==> src/rtl/hrcs_defs.svh <==
// constants for the hub reset and configuration sequencer
`ifndef HRCS_DEFS_SVH
`define HRCS_DEFS_SVH

// register byte offsets
`define HRCS_REG_CTRL 8'h00
`define HRCS_REG_DEVADDR 8'h04
`define HRCS_REG_CONFIG 8'h08
`define HRCS_REG_PORTPWR 8'h0c
`define HRCS_REG_CHARGE 8'h10
`define HRCS_REG_STATUS 8'h14
`define HRCS_REG_PORTRST 8'h18
`define HRCS_REG_LAST 8'h18

// field positions
`define HRCS_CTRL_LOADDONE 0
`define HRCS_ST_STATE_LSB 0
`define HRCS_ST_PATH_LSB 3
`define HRCS_ST_SELFPWR 5
`define HRCS_ST_OPER 6
`define HRCS_ST_ATTACH 7
`define HRCS_ST_SUSP 8
`define HRCS_ST_MEMERR 9
`define HRCS_ST_SMBLATE 10
`define HRCS_ST_REQTMO 11

// reset values
`define HRCS_RST_DEVADDR 7'h00
`define HRCS_RST_CONFIG 8'h00

// bus responses
`define HRCS_RESP_OKAY 2'b00
`define HRCS_RESP_SLVERR 2'b10

// timing, each in its own unit
`define HRCS_CLK_NS 5.0
`define HRCS_T_INACTIVE_MAX_US 2.0
`define HRCS_T_OPER_MAX_US 500.0
`define HRCS_T_MEM_MAX_MS 99.5
`define HRCS_T_SMB_BUS_MAX_MS 99.5
`define HRCS_T_ATTACH_MAX_MS 100.0
`define HRCS_T_REQ_MAX_MS 5.0
`define HRCS_STRAP_SETTLE 3

`endif

==> src/rtl/hrcs_pkg.sv <==
// types for the hub reset and configuration sequencer
package hrcs_pkg;
  typedef enum logic [2:0] {
    HRCS_ST_RECOVER = 3'b000,
    HRCS_ST_MEMLOAD = 3'b001,
    HRCS_ST_SMBWAIT = 3'b010,
    HRCS_ST_APPLY = 3'b011,
    HRCS_ST_ATTACHED = 3'b100
  } hrcs_state_t;

  typedef enum logic [1:0] {
    HRCS_CFG_STRAP = 2'b00,
    HRCS_CFG_MEM = 2'b01,
    HRCS_CFG_SMB = 2'b10,
    HRCS_CFG_RSVD = 2'b11
  } hrcs_cfg_t;
endpackage

==> src/rtl/hrcs_reg_if.sv <==
// register access carrier between bus slave and sequencer core
interface hrcs_reg_if;
  logic wrEn;
  logic [7:0] wrAddr;
  logic [31:0] wrData;
  logic [3:0] wrStrb;
  logic [7:0] rdAddr;
  logic [31:0] rdData;
  modport slave (output wrEn, wrAddr, wrData, wrStrb, rdAddr, input rdData);
  modport core (input wrEn, wrAddr, wrData, wrStrb, rdAddr, output rdData);
endinterface

==> src/rtl/hrcs_sequencer.sv <==
// hub reset, configuration and upstream bus reset sequencer
//
// Contract
// RULE1 - reset source holds hardware reset low at least 1 us.
// RULE2 - strap mode: outputs at inactive levels at most 2 us after release.
// RULE3 - strap and memory modes: attach within 100 ms of configuration done.
// RULE4 - operational at most 500 us after reset release, before configuring.
// RULE5 - memory load finishes within 99.5 ms, else it is abandoned.
// RULE6 - smbus mode, self-powered: wait for settings load without limit.
// RULE7 - smbus mode, bus-powered: host loads settings within 99.5 ms.
// RULE8 - smbus mode: attach within 100 ms after settings load ends.
// RULE9 - host waits at least 100 ms after attach before bus reset.
// RULE10 - every upstream request finishes within 5 ms.
// RULE11 - upstream bus reset returns device address to zero.
// RULE12 - upstream bus reset drops the device into unconfigured state.
// RULE13 - upstream bus reset clears port power unless charging enabled.
// RULE14 - upstream bus reset empties all translator buffers.
// RULE15 - upstream bus reset while suspended makes the hub active.
// RULE16 - upstream bus reset never reaches downstream ports.
// RULE17 - config-select straps sampled at release choose the config path.
`include "hrcs_defs.svh"
module hrcs_sequencer
  import hrcs_pkg::*;
#(
  parameter int NPORTS = 4,
  parameter int OPER_CYC = $rtoi(`HRCS_T_OPER_MAX_US * 1000.0 / `HRCS_CLK_NS),
  parameter int MEM_MAX_CYC = $rtoi(`HRCS_T_MEM_MAX_MS * 1.0e6 / `HRCS_CLK_NS),
  parameter int SMB_MAX_CYC = $rtoi(`HRCS_T_SMB_BUS_MAX_MS * 1.0e6 / `HRCS_CLK_NS),
  parameter int REQ_MAX_CYC = $rtoi(`HRCS_T_REQ_MAX_MS * 1.0e6 / `HRCS_CLK_NS)
)
(
  input wire logic clk,
  input wire logic rstn,
  input wire logic [1:0] cfgSelPin,
  input wire logic selfPoweredPin,
  input wire logic memLoadDone,
  input wire logic usbBusReset,
  input wire logic suspendEnter,
  input wire logic resumeDetect,
  input wire logic reqActive,
  output logic hubOutputsDriven,
  output logic operational,
  output logic memLoadReq,
  output logic upstreamAttach,
  output logic [6:0] devAddress,
  output logic configured,
  output logic hubSuspended,
  output logic ttFlush,
  output logic reqAbort,
  output logic [NPORTS-1:0] downstreamPortPowerEn,
  output logic [NPORTS-1:0] chargingPortEnable,
  output logic [NPORTS-1:0] downstreamPortReset,
  input wire logic [7:0] s_axi_awaddr,
  input wire logic s_axi_awvalid,
  output logic s_axi_awready,
  input wire logic [31:0] s_axi_wdata,
  input wire logic [3:0] s_axi_wstrb,
  input wire logic s_axi_wvalid,
  output logic s_axi_wready,
  output logic [1:0] s_axi_bresp,
  output logic s_axi_bvalid,
  input wire logic s_axi_bready,
  input wire logic [7:0] s_axi_araddr,
  input wire logic s_axi_arvalid,
  output logic s_axi_arready,
  output logic [31:0] s_axi_rdata,
  output logic [1:0] s_axi_rresp,
  output logic s_axi_rvalid,
  input wire logic s_axi_rready
);
  localparam int INACTIVE_CYC = $rtoi(`HRCS_T_INACTIVE_MAX_US * 1000.0 / `HRCS_CLK_NS);
  localparam int ATTACH_MAX_CYC = $rtoi(`HRCS_T_ATTACH_MAX_MS * 1.0e6 / `HRCS_CLK_NS);
  localparam int CW = 32;

  hrcs_reg_if regs ();

  logic [1:0] cfgSync1;
  logic [1:0] cfgSync2;
  logic spSync1;
  logic spSync2;
  hrcs_state_t state;
  hrcs_cfg_t cfgPath;
  logic selfPowered;
  logic [CW-1:0] seqCnt;
  logic [CW-1:0] reqCnt;
  logic reqAborted;
  logic loadDone;
  logic memErr;
  logic smbLate;
  logic reqTmo;
  logic wrCtrl;
  logic wrStatus;
  logic wrPortRst;

  assign wrCtrl = regs.wrEn && regs.wrAddr == `HRCS_REG_CTRL && regs.wrStrb[0];
  assign wrStatus = regs.wrEn && regs.wrAddr == `HRCS_REG_STATUS && regs.wrStrb[1];
  assign wrPortRst = regs.wrEn && regs.wrAddr == `HRCS_REG_PORTRST && regs.wrStrb[0];

  hrcs_axil_slave u_bus (
    .clk(clk),
    .rstn(rstn),
    .s_axi_awaddr(s_axi_awaddr),
    .s_axi_awvalid(s_axi_awvalid),
    .s_axi_awready(s_axi_awready),
    .s_axi_wdata(s_axi_wdata),
    .s_axi_wstrb(s_axi_wstrb),
    .s_axi_wvalid(s_axi_wvalid),
    .s_axi_wready(s_axi_wready),
    .s_axi_bresp(s_axi_bresp),
    .s_axi_bvalid(s_axi_bvalid),
    .s_axi_bready(s_axi_bready),
    .s_axi_araddr(s_axi_araddr),
    .s_axi_arvalid(s_axi_arvalid),
    .s_axi_arready(s_axi_arready),
    .s_axi_rdata(s_axi_rdata),
    .s_axi_rresp(s_axi_rresp),
    .s_axi_rvalid(s_axi_rvalid),
    .s_axi_rready(s_axi_rready),
    .regs(regs)
  );

  // strap pins, two flops, running through reset
  always_ff @(posedge clk) begin
    cfgSync1 <= cfgSelPin;
    cfgSync2 <= cfgSync1;
    spSync1 <= selfPoweredPin;
    spSync2 <= spSync1;
  end

  // strap capture shortly after release
  always_ff @(posedge clk) begin
    if (!rstn) begin
      cfgPath <= HRCS_CFG_STRAP;
      selfPowered <= 1'b0;
    end else if (state == HRCS_ST_RECOVER && seqCnt == CW'(`HRCS_STRAP_SETTLE)) begin
      cfgPath <= hrcs_cfg_t'(cfgSync2); // [RULE17]
      selfPowered <= spSync2;
    end
  end

  // configuration sequence
  always_ff @(posedge clk) begin
    if (!rstn) begin
      state <= HRCS_ST_RECOVER;
      seqCnt <= '0;
      hubOutputsDriven <= 1'b0;
      operational <= 1'b0;
      memLoadReq <= 1'b0;
      upstreamAttach <= 1'b0;
    end else begin
      seqCnt <= seqCnt + CW'(1);
      unique case (state)
        HRCS_ST_RECOVER: begin
          if (seqCnt == CW'(INACTIVE_CYC - 1) || seqCnt == CW'(OPER_CYC - 1)) begin
            hubOutputsDriven <= 1'b1; // [RULE2]
          end
          if (seqCnt >= CW'(OPER_CYC - 1) && seqCnt > CW'(`HRCS_STRAP_SETTLE)) begin
            operational <= 1'b1; // [RULE4]
            seqCnt <= '0;
            unique case (cfgPath)
              HRCS_CFG_MEM: begin
                state <= HRCS_ST_MEMLOAD;
                memLoadReq <= 1'b1;
              end
              HRCS_CFG_SMB: state <= HRCS_ST_SMBWAIT;
              HRCS_CFG_STRAP, HRCS_CFG_RSVD: state <= HRCS_ST_APPLY;
            endcase
          end
        end
        HRCS_ST_MEMLOAD: begin
          if (memLoadDone || seqCnt >= CW'(MEM_MAX_CYC - 1)) begin
            memLoadReq <= 1'b0; // [RULE5]
            state <= HRCS_ST_APPLY;
          end
        end
        HRCS_ST_SMBWAIT: begin
          if (loadDone) begin
            state <= HRCS_ST_APPLY; // [RULE6]
          end
        end
        HRCS_ST_APPLY: begin
          upstreamAttach <= 1'b1; // [RULE3] [RULE8]
          state <= HRCS_ST_ATTACHED;
        end
        HRCS_ST_ATTACHED: seqCnt <= seqCnt;
      endcase
    end
  end

  // sticky error flags, hardware set wins over clear
  always_ff @(posedge clk) begin
    if (!rstn) begin
      memErr <= 1'b0;
      smbLate <= 1'b0;
      reqTmo <= 1'b0;
    end else begin
      memErr <= (state == HRCS_ST_MEMLOAD && !memLoadDone && seqCnt >= CW'(MEM_MAX_CYC - 1))
        || (memErr && !(wrStatus && regs.wrData[`HRCS_ST_MEMERR]));
      smbLate <= (state == HRCS_ST_SMBWAIT && !selfPowered && seqCnt == CW'(SMB_MAX_CYC - 1))
        || (smbLate && !(wrStatus && regs.wrData[`HRCS_ST_SMBLATE])); // [RULE7]
      reqTmo <= (reqActive && !reqAborted && reqCnt == CW'(REQ_MAX_CYC - 1))
        || (reqTmo && !(wrStatus && regs.wrData[`HRCS_ST_REQTMO]));
    end
  end

  // settings load done, set by the configuration host
  always_ff @(posedge clk) begin
    if (!rstn) begin
      loadDone <= 1'b0;
    end else if (wrCtrl && regs.wrData[`HRCS_CTRL_LOADDONE]) begin
      loadDone <= 1'b1;
    end
  end

  // upstream request watchdog
  always_ff @(posedge clk) begin
    if (!rstn) begin
      reqCnt <= '0;
      reqAborted <= 1'b0;
      reqAbort <= 1'b0;
    end else begin
      reqAbort <= 1'b0;
      if (!reqActive || !upstreamAttach) begin
        reqCnt <= '0;
        reqAborted <= 1'b0;
      end else if (!reqAborted) begin
        reqCnt <= reqCnt + CW'(1);
        if (reqCnt == CW'(REQ_MAX_CYC - 1)) begin
          reqAbort <= 1'b1; // [RULE10]
          reqAborted <= 1'b1;
        end
      end
    end
  end

  // device address and configuration
  always_ff @(posedge clk) begin
    if (!rstn) begin
      devAddress <= `HRCS_RST_DEVADDR;
      configured <= 1'b0;
    end else if (usbBusReset) begin
      devAddress <= `HRCS_RST_DEVADDR; // [RULE11]
      configured <= 1'b0; // [RULE12]
    end else if (regs.wrEn && regs.wrStrb[0]) begin
      if (regs.wrAddr == `HRCS_REG_DEVADDR) begin
        devAddress <= regs.wrData[6:0];
      end
      if (regs.wrAddr == `HRCS_REG_CONFIG) begin
        configured <= regs.wrData[7:0] != `HRCS_RST_CONFIG;
      end
    end
  end

  // per-port power, charging enable and software port reset
  genvar p;
  generate
    for (p = 0; p < NPORTS; p++) begin : g_port
      always_ff @(posedge clk) begin
        if (!rstn) begin
          downstreamPortPowerEn[p] <= 1'b0;
          chargingPortEnable[p] <= 1'b0;
          downstreamPortReset[p] <= 1'b0;
        end else begin
          downstreamPortReset[p] <= wrPortRst && regs.wrData[p]; // [RULE16]
          if (regs.wrEn && regs.wrStrb[0] && regs.wrAddr == `HRCS_REG_CHARGE) begin
            chargingPortEnable[p] <= regs.wrData[p];
          end
          if (usbBusReset) begin
            downstreamPortPowerEn[p] <= downstreamPortPowerEn[p] && chargingPortEnable[p]; // [RULE13]
          end else if (regs.wrEn && regs.wrStrb[0] && regs.wrAddr == `HRCS_REG_PORTPWR) begin
            downstreamPortPowerEn[p] <= regs.wrData[p];
          end
        end
      end
    end
  endgenerate

  // suspend state and translator flush
  always_ff @(posedge clk) begin
    if (!rstn) begin
      hubSuspended <= 1'b0;
      ttFlush <= 1'b0;
    end else begin
      ttFlush <= usbBusReset; // [RULE14]
      if (usbBusReset || resumeDetect) begin
        hubSuspended <= 1'b0; // [RULE15]
      end else if (suspendEnter) begin
        hubSuspended <= 1'b1;
      end
    end
  end

  // register read mux
  always_comb begin
    regs.rdData = 32'h0000_0000;
    case (regs.rdAddr)
      `HRCS_REG_CTRL: regs.rdData[`HRCS_CTRL_LOADDONE] = loadDone;
      `HRCS_REG_DEVADDR: regs.rdData[6:0] = devAddress;
      `HRCS_REG_CONFIG: regs.rdData[0] = configured;
      `HRCS_REG_PORTPWR: regs.rdData[NPORTS-1:0] = downstreamPortPowerEn;
      `HRCS_REG_CHARGE: regs.rdData[NPORTS-1:0] = chargingPortEnable;
      `HRCS_REG_STATUS: begin
        regs.rdData[`HRCS_ST_STATE_LSB +: 3] = state;
        regs.rdData[`HRCS_ST_PATH_LSB +: 2] = cfgPath;
        regs.rdData[`HRCS_ST_SELFPWR] = selfPowered;
        regs.rdData[`HRCS_ST_OPER] = operational;
        regs.rdData[`HRCS_ST_ATTACH] = upstreamAttach;
        regs.rdData[`HRCS_ST_SUSP] = hubSuspended;
        regs.rdData[`HRCS_ST_MEMERR] = memErr;
        regs.rdData[`HRCS_ST_SMBLATE] = smbLate;
        regs.rdData[`HRCS_ST_REQTMO] = reqTmo;
      end
      default: regs.rdData = 32'h0000_0000;
    endcase
  end
endmodule

==> src/rtl/hrcs_axil_slave.sv <==
// axi4-lite slave feeding the sequencer registers
`include "hrcs_defs.svh"
module hrcs_axil_slave
  import hrcs_pkg::*;
(
  input wire logic clk,
  input wire logic rstn,
  input wire logic [7:0] s_axi_awaddr,
  input wire logic s_axi_awvalid,
  output logic s_axi_awready,
  input wire logic [31:0] s_axi_wdata,
  input wire logic [3:0] s_axi_wstrb,
  input wire logic s_axi_wvalid,
  output logic s_axi_wready,
  output logic [1:0] s_axi_bresp,
  output logic s_axi_bvalid,
  input wire logic s_axi_bready,
  input wire logic [7:0] s_axi_araddr,
  input wire logic s_axi_arvalid,
  output logic s_axi_arready,
  output logic [31:0] s_axi_rdata,
  output logic [1:0] s_axi_rresp,
  output logic s_axi_rvalid,
  input wire logic s_axi_rready,
  hrcs_reg_if.slave regs
);
  logic awHeld;
  logic wHeld;
  logic [7:0] awAddr;
  logic doWrite;
  logic next_awHeld;
  logic next_wHeld;
  logic next_bvalid;
  logic next_rvalid;
  logic arHs;

  function automatic logic addrHit(input logic [7:0] a);
    addrHit = (a[1:0] == 2'b00) && (a <= `HRCS_REG_LAST);
  endfunction

  assign doWrite = awHeld && wHeld && !s_axi_bvalid;
  assign next_awHeld = (awHeld || (s_axi_awvalid && s_axi_awready)) && !doWrite;
  assign next_wHeld = (wHeld || (s_axi_wvalid && s_axi_wready)) && !doWrite;
  assign next_bvalid = doWrite || (s_axi_bvalid && !s_axi_bready);
  assign arHs = s_axi_arvalid && s_axi_arready;
  assign next_rvalid = arHs || (s_axi_rvalid && !s_axi_rready);

  assign regs.wrEn = doWrite && addrHit(awAddr);
  assign regs.wrAddr = awAddr;
  assign regs.rdAddr = s_axi_araddr;

  // write address and data, taken in either order
  always_ff @(posedge clk) begin
    if (!rstn) begin
      awHeld <= 1'b0;
      wHeld <= 1'b0;
      awAddr <= 8'h00;
      regs.wrData <= 32'h0000_0000;
      regs.wrStrb <= 4'h0;
      s_axi_awready <= 1'b0;
      s_axi_wready <= 1'b0;
    end else begin
      awHeld <= next_awHeld;
      wHeld <= next_wHeld;
      s_axi_awready <= !next_awHeld && !next_bvalid;
      s_axi_wready <= !next_wHeld && !next_bvalid;
      if (s_axi_awvalid && s_axi_awready) begin
        awAddr <= s_axi_awaddr;
      end
      if (s_axi_wvalid && s_axi_wready) begin
        regs.wrData <= s_axi_wdata;
        regs.wrStrb <= s_axi_wstrb;
      end
    end
  end

  // write response
  always_ff @(posedge clk) begin
    if (!rstn) begin
      s_axi_bvalid <= 1'b0;
      s_axi_bresp <= `HRCS_RESP_OKAY;
    end else begin
      s_axi_bvalid <= next_bvalid;
      if (doWrite) begin
        s_axi_bresp <= addrHit(awAddr) ? `HRCS_RESP_OKAY : `HRCS_RESP_SLVERR;
      end
    end
  end

  // read channel
  always_ff @(posedge clk) begin
    if (!rstn) begin
      s_axi_arready <= 1'b0;
      s_axi_rvalid <= 1'b0;
      s_axi_rdata <= 32'h0000_0000;
      s_axi_rresp <= `HRCS_RESP_OKAY;
    end else begin
      s_axi_arready <= !next_rvalid;
      s_axi_rvalid <= next_rvalid;
      if (arHs) begin
        s_axi_rdata <= addrHit(s_axi_araddr) ? regs.rdData : 32'h0000_0000;
        s_axi_rresp <= addrHit(s_axi_araddr) ? `HRCS_RESP_OKAY : `HRCS_RESP_SLVERR;
      end
    end
  end
endmodule

==> config.mk <==
export PLATFORM = sky130hd
export DESIGN_NAME = hrcs_sequencer
export DESIGN_NICKNAME = d
export VERILOG_FILES = /design/src/rtl/hrcs_pkg.sv /design/src/rtl/hrcs_reg_if.sv /design/src/rtl/hrcs_sequencer.sv /design/src/rtl/hrcs_axil_slave.sv
export VERILOG_INCLUDE_DIRS = /design/src /design/src/rtl
export SDC_FILE = /design/constraint.sdc
export NUM_CORES = 1
export LEC_CHECK = 0
export ABC_AREA = 1
export BUFFER_PORTS_ARGS = -buffer_cell sky130_fd_sc_hd__buf_2
export CAP_MARGIN = 30
export CORE_ASPECT_RATIO = 1.1
export CORE_MARGIN = 2
export CORE_UTILIZATION = 52
export CTS_BUF_LIST = sky130_fd_sc_hd__clkbuf_4
export DETAILED_ROUTE_END_ITERATION = 10
export PLACE_DENSITY_LB_ADDON = 0.25
export SLEW_MARGIN = 10
export SYNTH_ARGS = -nofsm -noshare
export SYNTH_HDL_FRONTEND = slang
export SYNTH_SLANG_ARGS = --single-unit
==> constraint.sdc <==
create_clock -name clk -period 1.6 [get_ports clk]
set_input_delay 0 -clock clk [delete_from_list [all_inputs] [get_ports clk]]
set_output_delay 0 -clock clk [all_outputs]
set_load 0.02 [all_outputs]
==> results.md <==
- First-pass GRT wire length: 32.65 mm
- Max transition margin: between 40% and 50%
- Internal: between 0.005 and 0.006 W
- Fmax: about 0.53 GHz
- Required time of the critical path: roughly 2100 ps
- Synth Register Bits: 150
- Post-synth cell types: 46
- CP max-delay cell: dfxtp_1
- CTS tree: yes
- Crit path capture type: register
- WP buf/inv: 2
- Async S/R FF share, synth: 0%
- Final ANT Viol Nets: 0
- Number of cells on the critical path: 8
- Syn Inst Count: 1,029
- Routability cong.: ~0.95
- Static leakage: approximately 4.4 nW
- CP max FO: 5
- PnR worst setup slack: -271.0 ps
- Worst setup SP type: register
- Via count: 8,118
- Critical-path cell list: nand3_1, nand3_2, nand2_4, nor2_8, buf_6, buf_8, a31oi_4, nor3_2
- Post-synth EDFFs: 0
- FF-to-FF path depth: 8
- Hold Path Class: input pin to register
- Top-Level Pins: between 100 and 150
- Root buffer cell: clkbuf_4
- Final setup viols: 64
- Via density: around 5.4
- Post-Route WL: 23.87 mm
- Initial Util: approximately 53%
- Core area: between 10,000 and 15,000 sq um
- Synth warnings: 0
- Synthesized area: 7281 sq um
- Site Rows: 45
- Failing checks: setup timing
- Die height: roughly 130 microns
- Syn avg cell area: ~7.1 sq um
- Max-Cap Viols: 0
- Crit Path Category: register to register
- Fraction of layout cells with a size suffix above 1: about a third
- Worst r2r src: u_bus.regs.wrAddr[3]
- Detailed placement HPWL: between 10 and 15 mm
- Switching part of the total: between 20% and 30%
- Setup crit start: u_bus.regs.wrAddr[3]
- RSZ-0062 raised after global routing: yes
- Vias in the first global route: 7,146
- Port bufs: 89
- Clock power share: about a third
- First drt pass iteration count: 6
- Setup WS pre-CTS: -135.2 ps
- Synth Flop Type: dfxtp_1
- P_sw: 0.002487 W
- TritonCTS buffer count: 17
- Register area share after synthesis: 41.24%
- Worst skew pair latency: approximately 580 ps
- Peak VDD IR: a little over 600 uV
- Die Width: between 100 and 150 microns
- Bufs on Longest Clock Path: 2
- Gr ovfl total: 0
- Status: complete, but fails checks
- Hold depth: 2
- Nets: between 1,000 and 1,500
- Fill cells: ~940
- Setup TNS: -6373 ps
- Clock transition at path regs: 140 ps
- H-tree depth: 4
- Minimum clock period: about 1900 ps
- Comb pwr share: about 18%
- Hold Startpoint: cfgSelPin[0]
- Initial DRC Count: between 600 and 700
- Largest delay share family, worst path: simple AND/OR/NAND/NOR gates
- Clk sinks: 150
- Worst path max stage delay: 530 ps
- Hold Vio Cnt, Final: 0
- R2r setup slk: -270 ps
- Area Overhead vs Synth: 44.87%
- Total GRT Usage: between 20% and 30%
- Sequential power share: approximately 48%
- Final hold slack: 63.64 ps
- Drt drc: 0
- Slew at the pin closest to its max-slew limit: 792.2 ps
- Initial antenna violation count: 1
- Period utilization: 116.9%
- Pwr per Cell Area: approximately 790 nW/um^2
- Die area: ~15,000 sq um
- Final Max Tran Viols: 0
- Clock Skew: 21.00 ps
- Crit path DAT: ~2400 ps
- Average wire per standard cell: around 16 microns
- Pin count of the biggest net entering global routing: 38
## routing by layer
| layer | wire (microns) | GRT usage [%] |
|---|---|---|
| met5 | 0 | 0 |
| met4 | 1021 | 10.80 |
| met3 | 1398 | 5.485 |
| met2 | 12250 | 47.57 |
| met1 | 9201 | 33.13 |
## sequential cells by signal, summed over array words and instances (netlist names), 2 cells and up
signal                 count
cfgPath                    2
u_bus.s_axi_rdata         12
downstreamPortPowerEn      4
seqCnt                    32
u_bus.regs.wrAddr          8
chargingPortEnable         4
cfgSync1                   2
u_bus.regs.wrStrb          2
downstreamPortReset        4
cfgSync2                   2
u_bus.regs.wrData         11
reqCnt                    32
state                      3
devAddress                 7
## repair_timing
| item | CTS | global route |
|---|---|---|
| hold buffers | 66 | 0 |
| pin swaps | 12 | 75 |
| buffers inserted | 7 | 27 |
| gates cloned | 1 | 1 |
| endpoints found under the hold margin | 74 | 0 |
| setup endpoints to repair | 55 | 99 |
| resized for setup | 40 | 184 |
## per-stage QoR
step	power, W	cell area [sq um]	instances	utilization, %
5_1_grt	0.008673	10550	1501	76.78
6_report	0.008374	10550	1501	76.78
3_5_place_dp	0.005104	8419	1370	61.28
4_1_cts	0.008098	9662	1476	70.33
2_1_floorplan	0.004769	7360	1050	-
3_3_place_gp	0.005084	8419	1370	61.28
## path summary, 6_finish.rpt
kind                      endpoint
max          chargingPortEnable[0]
min                    cfgSync1[0]
max reg2reg  chargingPortEnable[0]
min reg2reg            cfgSync2[1]
## cell usage in the layout, fill, tap and decap left out, types with 16 or more instances in the layout
cell type and n:
dlygate4sd3_1 66, buf_2 89, dfxtp_1 119, inv_2 20, conb_1 22, a21oi_1 51, o21ai_0 63, nor3_2 18
dfxtp_2 28, nor3_1 26, nand2_1 138, xor2_1 25, nand3_2 16, buf_4 100, inv_1 104, nand4_1 25
clkbuf_4 17, nand3_1 43, nor2_1 137, nor2_2 48
## power groups by stage
stage	Clock [W]	Combinational (W)	Sequential [W]
after floorplan	0	0.000675	0.00409
after global routing	0.00306	0.00158	0.00403
final	0.00288	0.00147	0.00402
after detailed placement	0	0.00104	0.00406
after CTS	0.00288	0.00122	0.00399
after global placement	0	0.00103	0.00406
## area by class of cell
cell class	instances	area [sq um]	share of cell area (%)
multi-input combinational	729	4325	41.01
sequential	150	3049	28.91
timing repair buffer	273	2093	19.85
inverter	128	489.2	4.638
tap	188	235.2	2.230
clock inverter	15	225.2	2.135
clock buffer	17	127.6	1.210
antenna	1	2.502	0.02372
## Yosys cell counts, types with 2 or more instances
cell type | n | area, sq um
clkinv_1 | 2 | 7.510
nand2_1 | 156 | 585.6
o21ai_0 | 70 | 350.3
nand2_2 | 2 | 12.51
nor2_2 | 28 | 175.2
inv_2 | 17 | 63.81
o21ai_1 | 4 | 20.02
dfxtp_1 | 150 | 3003
buf_4 | 22 | 165.2
nand4_1 | 25 | 156.4
nand2_4 | 2 | 22.52
a31oi_1 | 5 | 31.28
nand3_1 | 64 | 320.3
nor3_2 | 5 | 50.05
o22ai_1 | 2 | 12.51
clkbuf_1 | 15 | 56.30
nor4_2 | 2 | 25.02
and3_1 | 3 | 18.77
a211oi_1 | 6 | 45.04
nor3b_1 | 5 | 37.54
nor2_1 | 169 | 634.4
inv_1 | 109 | 409.1
xnor2_1 | 4 | 35.03
ha_1 | 2 | 25.02
nand3b_1 | 3 | 22.52
o21a_1 | 2 | 15.01
nand4_2 | 2 | 25.02
buf_2 | 3 | 15.01
nor4_1 | 10 | 62.56
nand3_2 | 2 | 20.02
xor2_1 | 25 | 219.0
a21oi_1 | 56 | 280.3
nor3_1 | 44 | 220.2
## kinds of logic after synthesis
kind of cell               share of synthesized area (%)
and+or+nand+nor                                    33.75
DFF                                                41.24
buffers and inverters                              10.53
AOI/OAI and AO/OA                                  10.59
xor gates and xnor gates                           3.489
other                                            0.05151
adders and majority gates                         0.3436
(Power assumes the default switching activity.)
